File: src/pcss_map.vh
// Constants of the pin setup and settings store block.
// Assumes inclusion by bare name from the design files only.
`ifndef PCSS_MAP_VH
`define PCSS_MAP_VH

// Command codes on the management command port
`define PCSS_CMD_OPERATION 8'h01
`define PCSS_CMD_STORE_DEFAULT_ALL 8'h11
`define PCSS_CMD_STORE_USER_ALL 8'h15
`define PCSS_CMD_OUTPUT_POLARITY 8'hE1
`define PCSS_CMD_MULTI_PIN_SETUP 8'hF9

// Fields of multi_function_pin_setup
`define PCSS_PIN_SECONDARY_REMOTE_CONTROL_BIT 0
`define PCSS_PIN_RESERVED_BIT 1
`define PCSS_PIN_OK_ENABLE_BIT 2
`define PCSS_PIN_EXT_REF_BIT 3
`define PCSS_PIN_TRACK_BIT 4
`define PCSS_PIN_OK_HIZ_BIT 5
`define PCSS_PIN_MODE_HI 7
`define PCSS_PIN_MODE_LO 6
`define PCSS_MODE_STANDALONE 2'b00
`define PCSS_MODE_DROOP_SHARE 2'b10
// Bits 4 and 3 never stored
`define PCSS_PIN_WRITE_MASK 8'hE7

// Fields of the output polarity byte
`define PCSS_POL_OK_HIGH_BIT 0
`define PCSS_POL_SECONDARY_REMOTE_CONTROL_HIGH_BIT 1

// Operation byte: bit 7 turns the converter on
`define PCSS_OP_ON_BIT 7
`define PCSS_OP_RESET 8'h00

// Factory defaults
`define PCSS_DFLT_PIN_STANDALONE 8'h04
`define PCSS_DFLT_PIN_DROOP 8'h86
`define PCSS_DFLT_POLARITY 8'h00

// User record layout in flash
`define PCSS_REC_MARKER 0
`define PCSS_REC_PIN 1
`define PCSS_REC_POL 2
`define PCSS_REC_CHECK 3
`define PCSS_REC_WORDS 4
`define PCSS_MARKER_VALUE 8'hA5

// Flash programming time
`define PCSS_NV_WRITE_NS 64
`define PCSS_CLK_NS 8
// 64 ns at an 8 ns clock, sized for the 8-bit busy counter
`define PCSS_NV_WRITE_CYCLES 8'h08

`endif

File: src/pcss_config_store.v
// Pin setup register, working settings and boot loader of the converter controller.
// Assumes a decoded management command port and a synchronous reset that acts as power cycle.
// How it works
// RULE1: Pin setup bit 0 clear: bus on/off; set: secondary input with pull.
// RULE2: Secondary input active low gets pull-up, active high gets pull-down.
// RULE3: Bit 2 enables output-ok pin; 0x04 push-pull standalone, 0x00 disabled.
// RULE4: Droop-share codes carry mode bits 10 and bit 1 set, e.g. 0x82.
// RULE5: 0x24 is standalone high-Z output-ok; bit 5 high-Z, bit 1 clear.
// RULE6: 0xA7 is droop-share, high-Z output-ok, secondary input with pull.
// RULE7: Bits 4 and 3 are unsupported, always read 0, writes ignored.
// RULE8: Host writes the pin setup over the bus; it replaces shipped value.
// RULE9: Standalone parts default the pin setup to 0x04.
// RULE10: Droop-share parts default the pin setup to 0x86.
// RULE11: Two stored sets exist: factory default and user.
// RULE12: A valid user set is used ahead of the factory set.
// RULE13: The user area is empty when shipped.
// RULE14: At boot an empty user area loads the factory set into RAM.
// RULE15: Store-user command copies working settings into the user area.
// RULE16: Next power cycle loads the saved user set and runs from it.
// RULE17: Store-default command is refused; factory set stays intact.
// RULE18: Output-ok drive selects push-pull or high-Z when active.
// RULE19: Output-ok is active low by default; polarity set over the bus.
// RULE20: Missing marker or bad check makes the user area count as empty.
`timescale 1ns/10ps
`include "pcss_map.vh"

module pcss_config_store (
  input wire clk_in,
  input wire reset_in,
  input wire droop_variant_in,
  input wire nv_erase_in,
  input wire cmd_valid_in,
  input wire cmd_write_in,
  input wire [7:0] cmd_code_in,
  input wire [7:0] cmd_wdata_in,
  output wire cmd_ready_out,
  output reg cmd_done_out,
  output reg cmd_reject_out,
  output reg [7:0] cmd_rdata_out,
  input wire power_ok_in,
  input wire secondary_remote_control_level_in,
  output wire output_ok_signal_out,
  output wire output_ok_signal_oe_out,
  output wire secondary_remote_control_pull_up_out,
  output wire secondary_remote_control_pull_down_out,
  output wire converter_on_out,
  output wire user_set_active_out,
  output wire nv_busy_out
);

  localparam [3:0] ST_BOOT = 4'b0001;
  localparam [3:0] ST_LOAD = 4'b0010;
  localparam [3:0] ST_RUN = 4'b0100;
  localparam [3:0] ST_SAVE = 4'b1000;

  reg [3:0] state_q;
  reg [3:0] state_d;
  reg variant_q;
  reg user_active_q;
  reg [7:0] multi_function_pin_setup_q;
  reg [7:0] polarity_q;
  reg [7:0] operation_q;
  reg save_start_q;

  wire nv_busy;
  wire user_valid;
  wire [7:0] user_pin;
  wire [7:0] user_pol;
  wire [7:0] dflt_pin;
  wire [7:0] dflt_pol;

  wire take = cmd_valid_in && (state_q == ST_RUN);
  wire is_pin = (cmd_code_in == `PCSS_CMD_MULTI_PIN_SETUP);
  wire is_pol = (cmd_code_in == `PCSS_CMD_OUTPUT_POLARITY);
  wire is_op = (cmd_code_in == `PCSS_CMD_OPERATION);
  wire is_store_user = (cmd_code_in == `PCSS_CMD_STORE_USER_ALL) && cmd_write_in;
  wire known = is_pin || is_pol || is_op || is_store_user;

  // Unsupported bits dropped, bit 1 follows the droop-share mode
  function [7:0] pin_clean;
    input [7:0] v;
    reg [7:0] m;
    begin
      m = v & `PCSS_PIN_WRITE_MASK; // RULE7
      m[`PCSS_PIN_RESERVED_BIT] =
        (v[`PCSS_PIN_MODE_HI:`PCSS_PIN_MODE_LO] == `PCSS_MODE_DROOP_SHARE); // RULE4 RULE5 RULE6
      pin_clean = m;
    end
  endfunction

  assign cmd_ready_out = (state_q == ST_RUN);
  assign user_set_active_out = user_active_q;
  assign nv_busy_out = nv_busy;

  always @* begin
    state_d = state_q;
    case (state_q)
      ST_BOOT: state_d = ST_LOAD;
      ST_LOAD: state_d = ST_RUN;
      ST_RUN: if (take && is_store_user) begin
        state_d = ST_SAVE;
      end
      ST_SAVE: if (!save_start_q && !nv_busy) begin
        state_d = ST_RUN;
      end
      default: state_d = ST_BOOT;
    endcase
  end

  always @(posedge clk_in) begin
    if (reset_in) begin
      state_q <= ST_BOOT;
      variant_q <= 1'b0;
      user_active_q <= 1'b0;
      multi_function_pin_setup_q <= `PCSS_DFLT_PIN_STANDALONE;
      polarity_q <= `PCSS_DFLT_POLARITY;
      operation_q <= `PCSS_OP_RESET;
      save_start_q <= 1'b0;
      cmd_done_out <= 1'b0;
      cmd_reject_out <= 1'b0;
      cmd_rdata_out <= 8'h00;
    end else begin
      state_q <= state_d;
      cmd_done_out <= 1'b0;
      cmd_reject_out <= 1'b0;
      save_start_q <= 1'b0;
      if (state_q == ST_BOOT) begin
        variant_q <= droop_variant_in;
      end
      if (state_q == ST_LOAD) begin
        if (user_valid) begin
          multi_function_pin_setup_q <= pin_clean(user_pin); // RULE12 RULE16
          polarity_q <= user_pol;
          user_active_q <= 1'b1;
        end else begin
          multi_function_pin_setup_q <= dflt_pin; // RULE14 RULE9 RULE10
          polarity_q <= dflt_pol;
          user_active_q <= 1'b0;
        end
      end
      if (take) begin
        if (!known) begin
          cmd_reject_out <= 1'b1; // RULE17
        end else if (is_store_user) begin
          save_start_q <= 1'b1; // RULE15
          cmd_done_out <= 1'b1;
        end else if (cmd_write_in) begin
          cmd_done_out <= 1'b1;
          if (is_pin) begin
            multi_function_pin_setup_q <= pin_clean(cmd_wdata_in); // RULE8
          end
          if (is_pol) begin
            polarity_q <= cmd_wdata_in; // RULE19
          end
          if (is_op) begin
            operation_q <= cmd_wdata_in;
          end
        end else begin
          cmd_done_out <= 1'b1;
          cmd_rdata_out <= is_pin ? multi_function_pin_setup_q :
                           is_pol ? polarity_q : operation_q;
        end
      end
    end
  end

  pcss_nv_store u_nv (
    .clk_in(clk_in),
    .reset_in(reset_in),
    .erase_in(nv_erase_in),
    .droop_variant_in(variant_q),
    .write_start_in(save_start_q),
    .pin_wdata_in(multi_function_pin_setup_q),
    .pol_wdata_in(polarity_q),
    .busy_out(nv_busy),
    .user_valid_out(user_valid),
    .user_pin_out(user_pin),
    .user_pol_out(user_pol),
    .dflt_pin_out(dflt_pin),
    .dflt_pol_out(dflt_pol)
  );

  pcss_pin_drive u_drive (
    .clk_in(clk_in),
    .reset_in(reset_in),
    .pin_setup_in(multi_function_pin_setup_q),
    .polarity_in(polarity_q),
    .operation_in(operation_q),
    .power_ok_in(power_ok_in),
    .secondary_remote_control_level_in(secondary_remote_control_level_in),
    .output_ok_signal_out(output_ok_signal_out),
    .output_ok_signal_oe_out(output_ok_signal_oe_out),
    .secondary_remote_control_pull_up_out(secondary_remote_control_pull_up_out),
    .secondary_remote_control_pull_down_out(secondary_remote_control_pull_down_out),
    .converter_on_out(converter_on_out)
  );

endmodule

File: src/pcss_nv_store.v
// Nonvolatile settings: fixed factory set and a user record with marker and check.
// Assumes the user array survives reset_in; erase_in models the empty shipped state.
`timescale 1ns/10ps
`include "pcss_map.vh"

module pcss_nv_store (
  input wire clk_in,
  input wire reset_in,
  input wire erase_in,
  input wire droop_variant_in,
  input wire write_start_in,
  input wire [7:0] pin_wdata_in,
  input wire [7:0] pol_wdata_in,
  output wire busy_out,
  output wire user_valid_out,
  output wire [7:0] user_pin_out,
  output wire [7:0] user_pol_out,
  output wire [7:0] dflt_pin_out,
  output wire [7:0] dflt_pol_out
);

  reg [7:0] user_mem_q [0:`PCSS_REC_WORDS-1];
  reg [7:0] busy_cnt_q;

  function [7:0] rec_check;
    input [7:0] a;
    input [7:0] b;
    begin
      rec_check = ~(a + b + `PCSS_MARKER_VALUE);
    end
  endfunction

  // Factory set is constant logic: nothing can overwrite it
  assign dflt_pin_out = droop_variant_in ? `PCSS_DFLT_PIN_DROOP : `PCSS_DFLT_PIN_STANDALONE; // RULE11
  assign dflt_pol_out = `PCSS_DFLT_POLARITY;
  assign user_pin_out = user_mem_q[`PCSS_REC_PIN];
  assign user_pol_out = user_mem_q[`PCSS_REC_POL];
  // Missing marker or bad check means empty
  assign user_valid_out = (user_mem_q[`PCSS_REC_MARKER] == `PCSS_MARKER_VALUE) &&
    (user_mem_q[`PCSS_REC_CHECK] == rec_check(user_pin_out, user_pol_out)); // RULE20
  assign busy_out = (busy_cnt_q != 8'h00);

  always @(posedge clk_in) begin
    if (reset_in) begin
      busy_cnt_q <= 8'h00;
    end else if (write_start_in && !busy_out) begin
      busy_cnt_q <= `PCSS_NV_WRITE_CYCLES;
    end else if (busy_out) begin
      busy_cnt_q <= busy_cnt_q - 8'h01;
    end
  end

  // Marker written last so a cut-short save reads as empty
  always @(posedge clk_in) begin
    if (erase_in) begin
      user_mem_q[`PCSS_REC_MARKER] <= 8'h00; // RULE13
      user_mem_q[`PCSS_REC_PIN] <= 8'h00;
      user_mem_q[`PCSS_REC_POL] <= 8'h00;
      user_mem_q[`PCSS_REC_CHECK] <= 8'h00;
    end else if (write_start_in && !busy_out) begin
      user_mem_q[`PCSS_REC_MARKER] <= 8'h00;
      user_mem_q[`PCSS_REC_PIN] <= pin_wdata_in; // RULE15
      user_mem_q[`PCSS_REC_POL] <= pol_wdata_in;
      user_mem_q[`PCSS_REC_CHECK] <= rec_check(pin_wdata_in, pol_wdata_in);
    end else if (busy_cnt_q == 8'h01) begin
      user_mem_q[`PCSS_REC_MARKER] <= `PCSS_MARKER_VALUE;
    end
  end

endmodule

File: src/pcss_pin_drive.v
// Drives the output-ok pin, the secondary on/off pulls and the converter enable.
// Assumes power_ok_in and the secondary control level are synchronous to clk_in.
`timescale 1ns/10ps
`include "pcss_map.vh"

module pcss_pin_drive (
  input wire clk_in,
  input wire reset_in,
  input wire [7:0] pin_setup_in,
  input wire [7:0] polarity_in,
  input wire [7:0] operation_in,
  input wire power_ok_in,
  input wire secondary_remote_control_level_in,
  output reg output_ok_signal_out,
  output reg output_ok_signal_oe_out,
  output reg secondary_remote_control_pull_up_out,
  output reg secondary_remote_control_pull_down_out,
  output reg converter_on_out
);

  wire ok_en = pin_setup_in[`PCSS_PIN_OK_ENABLE_BIT];
  wire ok_hiz = pin_setup_in[`PCSS_PIN_OK_HIZ_BIT];
  wire ok_high = polarity_in[`PCSS_POL_OK_HIGH_BIT];
  wire sec_sel = pin_setup_in[`PCSS_PIN_SECONDARY_REMOTE_CONTROL_BIT];
  wire sec_high = polarity_in[`PCSS_POL_SECONDARY_REMOTE_CONTROL_HIGH_BIT];
  wire ok_level = power_ok_in ? ok_high : ~ok_high; // RULE19

  always @(posedge clk_in) begin
    if (reset_in) begin
      output_ok_signal_out <= 1'b0;
      output_ok_signal_oe_out <= 1'b0;
      secondary_remote_control_pull_up_out <= 1'b0;
      secondary_remote_control_pull_down_out <= 1'b0;
      converter_on_out <= 1'b0;
    end else begin
      output_ok_signal_out <= ok_level;
      // Released while active so parallel pins can be wired together
      output_ok_signal_oe_out <= ok_en && !(ok_hiz && power_ok_in); // RULE3 RULE5 RULE18
      secondary_remote_control_pull_up_out <= sec_sel && !sec_high; // RULE2
      secondary_remote_control_pull_down_out <= sec_sel && sec_high; // RULE2
      converter_on_out <= sec_sel ? (secondary_remote_control_level_in == sec_high)
                                  : operation_in[`PCSS_OP_ON_BIT]; // RULE1
    end
  end

endmodule

File: config.mk
export PLATFORM = sky130hd
export DESIGN_NAME = pcss_config_store
export DESIGN_NICKNAME = d
export VERILOG_FILES = /design/src/pcss_config_store.v /design/src/pcss_nv_store.v /design/src/pcss_pin_drive.v
export VERILOG_INCLUDE_DIRS = /design/src
export SDC_FILE = /design/constraint.sdc
export NUM_CORES = 1
export LEC_CHECK = 0
export BUFFER_PORTS_ARGS = -buffer_cell sky130_fd_sc_hd__buf_2
export CAP_MARGIN = 20
export CORE_MARGIN = 10
export CORE_UTILIZATION = 50
export CTS_BUF_LIST = sky130_fd_sc_hd__clkbuf_2
export CTS_CLUSTER_DIAMETER = 120
export DETAILED_ROUTE_END_ITERATION = 7
export PLACE_DENSITY = 0.84
export SLEW_MARGIN = 20
export SYNTH_ARGS = -nofsm -noshare
export SYNTH_HDL_FRONTEND = slang
export SYNTH_SLANG_ARGS = --single-unit
File: constraint.sdc
create_clock -name clk_in -period 2.65 [get_ports clk_in]
set_input_delay 0.795 -clock clk_in [delete_from_list [all_inputs] [get_ports clk_in]]
set_output_delay 0.795 -clock clk_in [all_outputs]
set_load 0.005 [all_outputs]
==> results.json, run 1 <==
{
  "status": "complete, but fails checks",
  "violations": "setup timing",
  "place_inst": 597,
  "seqPwrFrac": 0.508,
  "p_int_mw": 1.86,
  "syn_area_um2": 4350,
  "fin_skew_ns": 0.0317,
  "final_layout_size_suffix_gt1_frac": 0.250,
  "detail_route.wl_per_cell_um": 17.1,
  "ys.flop_type": "dfxtp_1",
  "max_freq_mhz": 362,
  "synth_top_family_by_area": "simple AND/OR/NAND/NOR gates",
  "viasPerCell": 5.57,
  "synth-edff-count": 24,
  "num_vias": 3479,
  "r2r_setup_slack_ns": -0.11,
  "place.gp.congestion": 0.906,
  "synth.distinct_cells": 56,
  "cts_tree": "built",
  "clkLatencyLatePin_ns": 0.53,
  "p_comb_frac": 0.242,
  "grt_max_degree": 42,
  "power.density_nw_per_um2": 551,
  "cp-end-kind": "flip-flop",
  "async_flop_share": 0,
  "setup_slack_ns": -0.109,
  "path_clk_slew_ns": 0.24,
  "ios": 42,
  "yosysMostFrequentCell": "dfxtp_1",
  "period_minus_slack_ns": 2.76,
  "rsz0062_at_grt": "true",
  "timing.hold.ws_ns": 0.451,
  "grt-ovfl-total": 0,
  "num_rows": 33,
  "first_pass_iters": 5,
  "sw_frac_of_total": 0.329,
  "stdcell_count": 625,
  "synth_compound_area_frac": 0.112,
  "drv_cap": 0,
  "cts_root_buf": "clkbuf_2",
  "synth_common_cells": "55 x dfxtp_1, 50 x nor2_1, 36 x inv_1, 28 x ha_1, 28 x mux2i_1",
  "core_um2": 8340,
  "h-tree-depth": 3,
  "cp.required_ns": 3.10,
  "post-route-period-util": 1.04,
  "worst_ep_arrival_time_ns": 3.20,
  "hold_viol": 0,
  "numCtsBuffers": 9,
  "cp_max_fo": 5,
  "die_y_um": 113,
  "die_w_um": 113,
  "drcViolationCount": 0,
  "cts.path.max_buffers": 2,
  "grt_usage": 0.160,
  "finalSetupViolCount": 14,
  "cp_slowest_cell": "edfxtp_1",
  "synth-simple-area-share": 0.205,
  "critical_path.most_common_cell": "ha_1",
  "min_path_type": "in2reg",
  "muxShareOfSynthArea": 0.0644,
  "yosysTopAreaCell": "dfxtp_1",
  "yosys.area.top_type_share": 0.253,
  "synthXorXnorAreaFrac": 0.0483,
  "peakVddDrop_mv": 0.404,
  "start_util": 0.521,
  "synth_nets": 499,
  "hold_buffers": 0,
  "start_kind": "flip-flop",
  "grt_pass1_vias": 3521,
  "p_leak_nw": 2.19,
  "ys_seq_area_frac": 0.419,
  "criticalPathCategory": "reg2reg",
  "grt_pass1_wl_um": 17000,
  "avgSynthCellArea_um2": 9.77,
  "drt_wl_total_um": 10700,
  "synth_seq_cells": 79,
  "p_clk_frac": 0.250,
  "synth-adder-area-share": 0.0898,
  "final-max-slew-violation-count": 0,
  "switchingPower_mw": 0.911,
  "path_cells": "ha_1 -> ha_1 -> a21oi_1 -> a21oi_2 -> o21a_1 -> nor4_4 -> buf_4 -> nand4_1 -> a221oi_2",
  "syn_inst": 445,
  "max_slew.worst_pin.slew_ns": 0.863,
  "ant_nets": 0,
  "cts_sinks": 79,
  "dp_hpwl_um": 7740,
  "ys_warn_count": 0,
  "nets": 568,
  "synthTopCellsByArea": "dfxtp_1 25%, edfxtp_1 17%, ha_1 8.1%",
  "antenna_found_initial": 1,
  "drt_iter0_markers": 261,
  "slew_headroom": 0.425,
  "place.port_buffers": 41,
  "die_area_um2": 12800,
  "syn_to_final_growth_pct": 15.5,
  "cp_slowest_stage_delay_ns": 0.46
}
==> worst max-delay path: cells and delay by family, from the launching register on <==
family	cells	cell delay, ns
adder cells (fa/ha/maj)	2	0.68
buffers and inverters	1	0.21
AO/OA/AOI/OAI	4	0.83
AND/OR/NAND/NOR	2	0.51
flip-flops	1	0.46
==> registers in the layout, summed over array words and instances, names as in the netlist <==
register,cells
user_set_active_out,1
u_drive.output_ok_signal_out,1
operation_q,8
polarity_q,8
u_nv.user_mem_q,25
u_drive.converter_on_out,1
cmd_reject_out,1
save_start_q,1
cmd_done_out,1
u_drive.secondary_remote_control_pull_down_out,1
state_q,4
multi_function_pin_setup_q,8
u_nv.busy_cnt_q,8
u_drive.secondary_remote_control_pull_up_out,1
cmd_rdata_out,8
variant_q,1
u_drive.output_ok_signal_oe_out,1
==> metrics by stage <==
stage / worst slack, ns / setup TNS (ns) / util / power, mW / instance area [µm²]
2_1_floorplan: 0.00910 / 0 / - / 1.85 / 4350
3_3_place_gp: -0.0429 / -0.269 / 0.569 / 1.96 / 4750
3_5_place_dp: -0.138 / -1.40 / 0.569 / 2.01 / 4750
4_1_cts: -0.127 / -1.41 / 0.592 / 2.73 / 4940
5_1_grt: -0.231 / -2.54 / 0.602 / 2.90 / 5020
6_report: -0.109 / -0.851 / 0.602 / 2.77 / 5020
==> cell type report <==
type	count	area [µm²]
inverter	37	139
sequential	79	1830
multi-input combinational	309	2320
clock buffer	9	45.0
clock inverter	7	77.6
timing repair buffer	78	484
antenna	1	2.50
fill	685	3320
tap	105	131
==> cells by family (layout without fill, tap and decap cells) <==
logic type / Yosys count / after routing
AOI/OAI and AO/OA: 71 / 71
xor gates and xnor gates: 24 / 24
adders and majority gates: 30 / 30
buffers and inverters: 57 / 131
DFF: 79 / 79
muxes: 28 / 28
other: 0 / 1
and+or+nand+nor: 156 / 156
==> repair_timing <==
action,CTS,global route
setup buffers,2,7
gates cloned,1,1
setup endpoints to repair,14,17
gates resized for setup,13,9
pin swaps,29,13
==> power by group through the flow <==
stage / clock (mW) / sequential [mW] / combinational (mW)
after floorplan: 0 / 1.39 / 0.454
after global placement: 0 / 1.41 / 0.547
after detailed placement: 0 / 1.42 / 0.587
after CTS: 0.704 / 1.40 / 0.630
after global routing: 0.747 / 1.42 / 0.740
final: 0.691 / 1.41 / 0.670
==> layer usage <==
metal	vias to the layer above	track usage	wire length, µm
met3	12	0.0354	531
met4	0	0.0601	174
met1	1659	0.193	4620
li1	1704	-	-
met5	-	0	0
met2	104	0.270	5340
==> cells in the final DEF (no fill, tap or decap), types with 5 or more instances in the layout <==
| cell type | count |
|---|---|
| dfxtp_1 | 52 |
| nor2_1 | 50 |
| buf_2 | 42 |
| inv_1 | 35 |
| buf_4 | 35 |
| mux2i_1 | 28 |
| ha_1 | 26 |
| nand2_1 | 25 |
| edfxtp_1 | 24 |
| a21oi_1 | 22 |
| xnor2_1 | 17 |
| nor3_1 | 13 |
| o21ai_0 | 13 |
| nand4_1 | 13 |
| and2_1 | 12 |
| clkbuf_2 | 9 |
| xor2_1 | 7 |
| a221oi_2 | 7 |
| a211oi_1 | 5 |
==> worst paths after layout <==
| check | start | to | cells past startpoint |
|---|---|---|---|
| worst max-delay path | u_nv.user_mem_q[2][4] | multi_function_pin_setup_q[0] | 9 |
| worst min register to register | user_set_active_out | user_set_active_out | 2 |
| worst max register to register | u_nv.user_mem_q[2][4] | multi_function_pin_setup_q[0] | 9 |
| worst min-delay path | power_ok_in | u_drive.output_ok_signal_oe_out | 2 |
Note: power is estimated with default switching activity, not from simulation.
==> run 2: changes to the inputs <==
--- a/config.mk
+++ b/config.mk
@@ -10,7 +10,7 @@
 export CAP_MARGIN = 20
 export CORE_MARGIN = 10
 export CORE_UTILIZATION = 50
-export CTS_BUF_LIST = sky130_fd_sc_hd__clkbuf_2
+export CTS_BUF_LIST = sky130_fd_sc_hd__clkbuf_8
 export CTS_CLUSTER_DIAMETER = 120
 export DETAILED_ROUTE_END_ITERATION = 7
 export PLACE_DENSITY = 0.84
==> run 2 against run 1 <==
  * Worst hold slack improved by 0.040 ns
  * Largest power group unchanged
  * Largest cell class unchanged
  * Register-to-register slack got worse by 0.10 ns
  * Clock skew fell by 0.020 ns
  * Sequential power barely moved
  * Critical path type unchanged
  * Worst setup slack got worse by 0.10 ns
  * First-iteration DRC count rose by 68%
  * Via count rose by 3.4%
  * Die area did not move
  * Final cell count rose by 0.64%
  * Global-route usage rose by 0.49 points
  * Highest routed layer unchanged
  * The run still ends with setup timing left
==> results.json, run 2 (synthesized netlist as in run 1, its figures left out) <==
{
  "die_y_um": 113,
  "status": "complete, but fails checks",
  "start_util": 0.521,
  "cts_root_buf": "clkbuf_8",
  "finalSetupViolCount": 15,
  "clkLatencyLatePin_ns": 0.36,
  "setup_slack_ns": -0.209,
  "ios": 42,
  "fill_cells": 644,
  "min_path_type": "reg2reg",
  "criticalPathCategory": "reg2reg",
  "final-max-slew-violation-count": 0,
  "timing.rr.start": "u_nv.user_mem_q[1][1]",
  "hold_buffers": 0,
  "grt_usage": 0.165,
  "core_um2": 8340,
  "finalSetupTns_ns": -1.81,
  "viasPerCell": 5.72,
  "first_pass_iters": 5,
  "cp_max_fo": 6,
  "finish.utilization": 0.620,
  "grt_max_degree": 42,
  "p_leak_nw": 2.25,
  "die_area_um2": 12800,
  "worstRegToRegCells": 12,
  "worst_ep_arrival_time_ns": 3.13,
  "regMostFlops": "u_nv.user_mem_q",
  "drt_wl_total_um": 11500,
  "max_freq_mhz": 350,
  "path_clk_slew_ns": 0.09,
  "place.port_buffers": 41,
  "final_common_cell": "dfxtp_1",
  "p_total_mw": 2.99,
  "final-seq-area_um2": 1820,
  "grt_pass1_wl_um": 17500,
  "cts_tree": "built",
  "power.density_nw_per_um2": 579,
  "final_cell_mix": "55 x dfxtp_1, 50 x nor2_1, 42 x buf_2, 36 x buf_4, 35 x inv_1",
  "max_slew.worst_pin.slew_ns": 0.888,
  "grt-ovfl-total": 0,
  "drcViolationCount": 0,
  "nets": 573,
  "multiInputGateArea_um2": 2340,
  "hold_end": "user_set_active_out",
  "num_rows": 33,
  "cp-end-kind": "flip-flop",
  "start_kind": "flip-flop",
  "dp_slack_ns": -0.138,
  "drt_iter0_markers": 438,
  "cts.path.max_buffers": 2,
  "fin_skew_ns": 0.0121,
  "post-route-period-util": 1.08,
  "period_minus_slack_ns": 2.86,
  "rsz0062_at_grt": "true",
  "numCtsBuffers": 9,
  "peakVddDrop_mv": 0.326,
  "violations": "setup timing",
  "detail_route.wl_per_cell_um": 18.2,
  "largest_reg_flops": 25,
  "n_antenna_cell": 0,
  "rr_endpoint": "polarity_q[4]",
  "r2r_setup_slack_ns": -0.21,
  "cts_sinks": 79,
  "antenna_found_initial": 0,
  "final_layout_size_suffix_gt1_frac": 0.261,
  "worstHoldPathCells": 2,
  "cp.required_ns": 2.93,
  "die_w_um": 113,
  "syn_to_final_growth_pct": 18.8,
  "dp_hpwl_um": 7740,
  "num_vias": 3596,
  "grt_pass1_vias": 3619,
  "holdCritStartpoint": "user_set_active_out",
  "ant_nets": 0,
  "hold_viol": 0,
  "drv_cap": 0,
  "slew_headroom": 0.408,
  "h-tree-depth": 3,
  "place.gp.congestion": 0.906
}
[run 2: repair_timing]
| item | 4_1_cts | 5_1_grt |
|---|---|---|
| pin swaps | 23 | 9 |
| resized for setup | 11 | 15 |
| endpoints found under the setup margin | 13 | 17 |
| buffers inserted | 4 | 10 |
| gates cloned | 1 | 1 |
[run 2: how the worst max path moves through the flow]
stage | start | to | slack [ns] | cells past startpoint
floorplan | u_nv.user_mem_q[2][1] | polarity_q[5] | 0.009 | 11
detailed placement | u_nv.user_mem_q[2][1] | polarity_q[7] | -0.14 | 11
global placement | u_nv.user_mem_q[2][1] | polarity_q[7] | -0.04 | 11
CTS | u_nv.user_mem_q[1][1] | multi_function_pin_setup_q[1] | -0.10 | 13
global route | u_nv.user_mem_q[2][1] | polarity_q[4] | -0.29 | 12
finish | u_nv.user_mem_q[1][1] | polarity_q[4] | -0.21 | 12
[run 2: critical path, cell delays in order (launching register included)]
cell and delay (ns):
edfxtp_1 0.40, ha_1 0.30, ha_2 0.18, inv_2 0.04, fa_2 0.33, nand3b_1 0.21, nand2_1 0.15, xnor2_2 0.10
nor4_4 0.35, buf_6 0.18, buf_4 0.13, nand4_1 0.13, a211oi_2 0.27
[run 2: metal layers]
metal | share of wire | global-route usage | vias to the layer above
met5 | 0 | 0 | -
met4 | 0.022 | 0.0550 | 0
met3 | 0.062 | 0.0370 | 22
met2 | 0.51 | 0.282 | 142
met1 | 0.41 | 0.198 | 1728
li1 | - | - | 1704
[run 2: metrics by stage]
stage / instance area (µm²) / std cells / hold WS (ns)
3_3_place_gp: 4750 / 597 / 0.452
5_1_grt: 5170 / 629 / 0.508
6_report: 5170 / 629 / 0.491
3_5_place_dp: 4750 / 597 / 0.466
2_1_floorplan: 4350 / 445 / 0.436
4_1_cts: 5020 / 618 / 0.481
[run 2: final cells by class]
type | count | share of cell area
timing repair buffer | 83 | 0.104
clock buffer | 9 | 0.0240
sequential | 79 | 0.353
tap | 105 | 0.0254
inverter | 37 | 0.0269
clock inverter | 7 | 0.0150
multi-input combinational | 309 | 0.452
[run 2: power breakdown]
part           switching (mW)  total, mW  leakage [nW]  internal (mW)
logic                   0.372      0.669          1.46          0.298
clock network           0.487      0.933         0.101          0.445
registers              0.0781       1.39         0.692           1.31
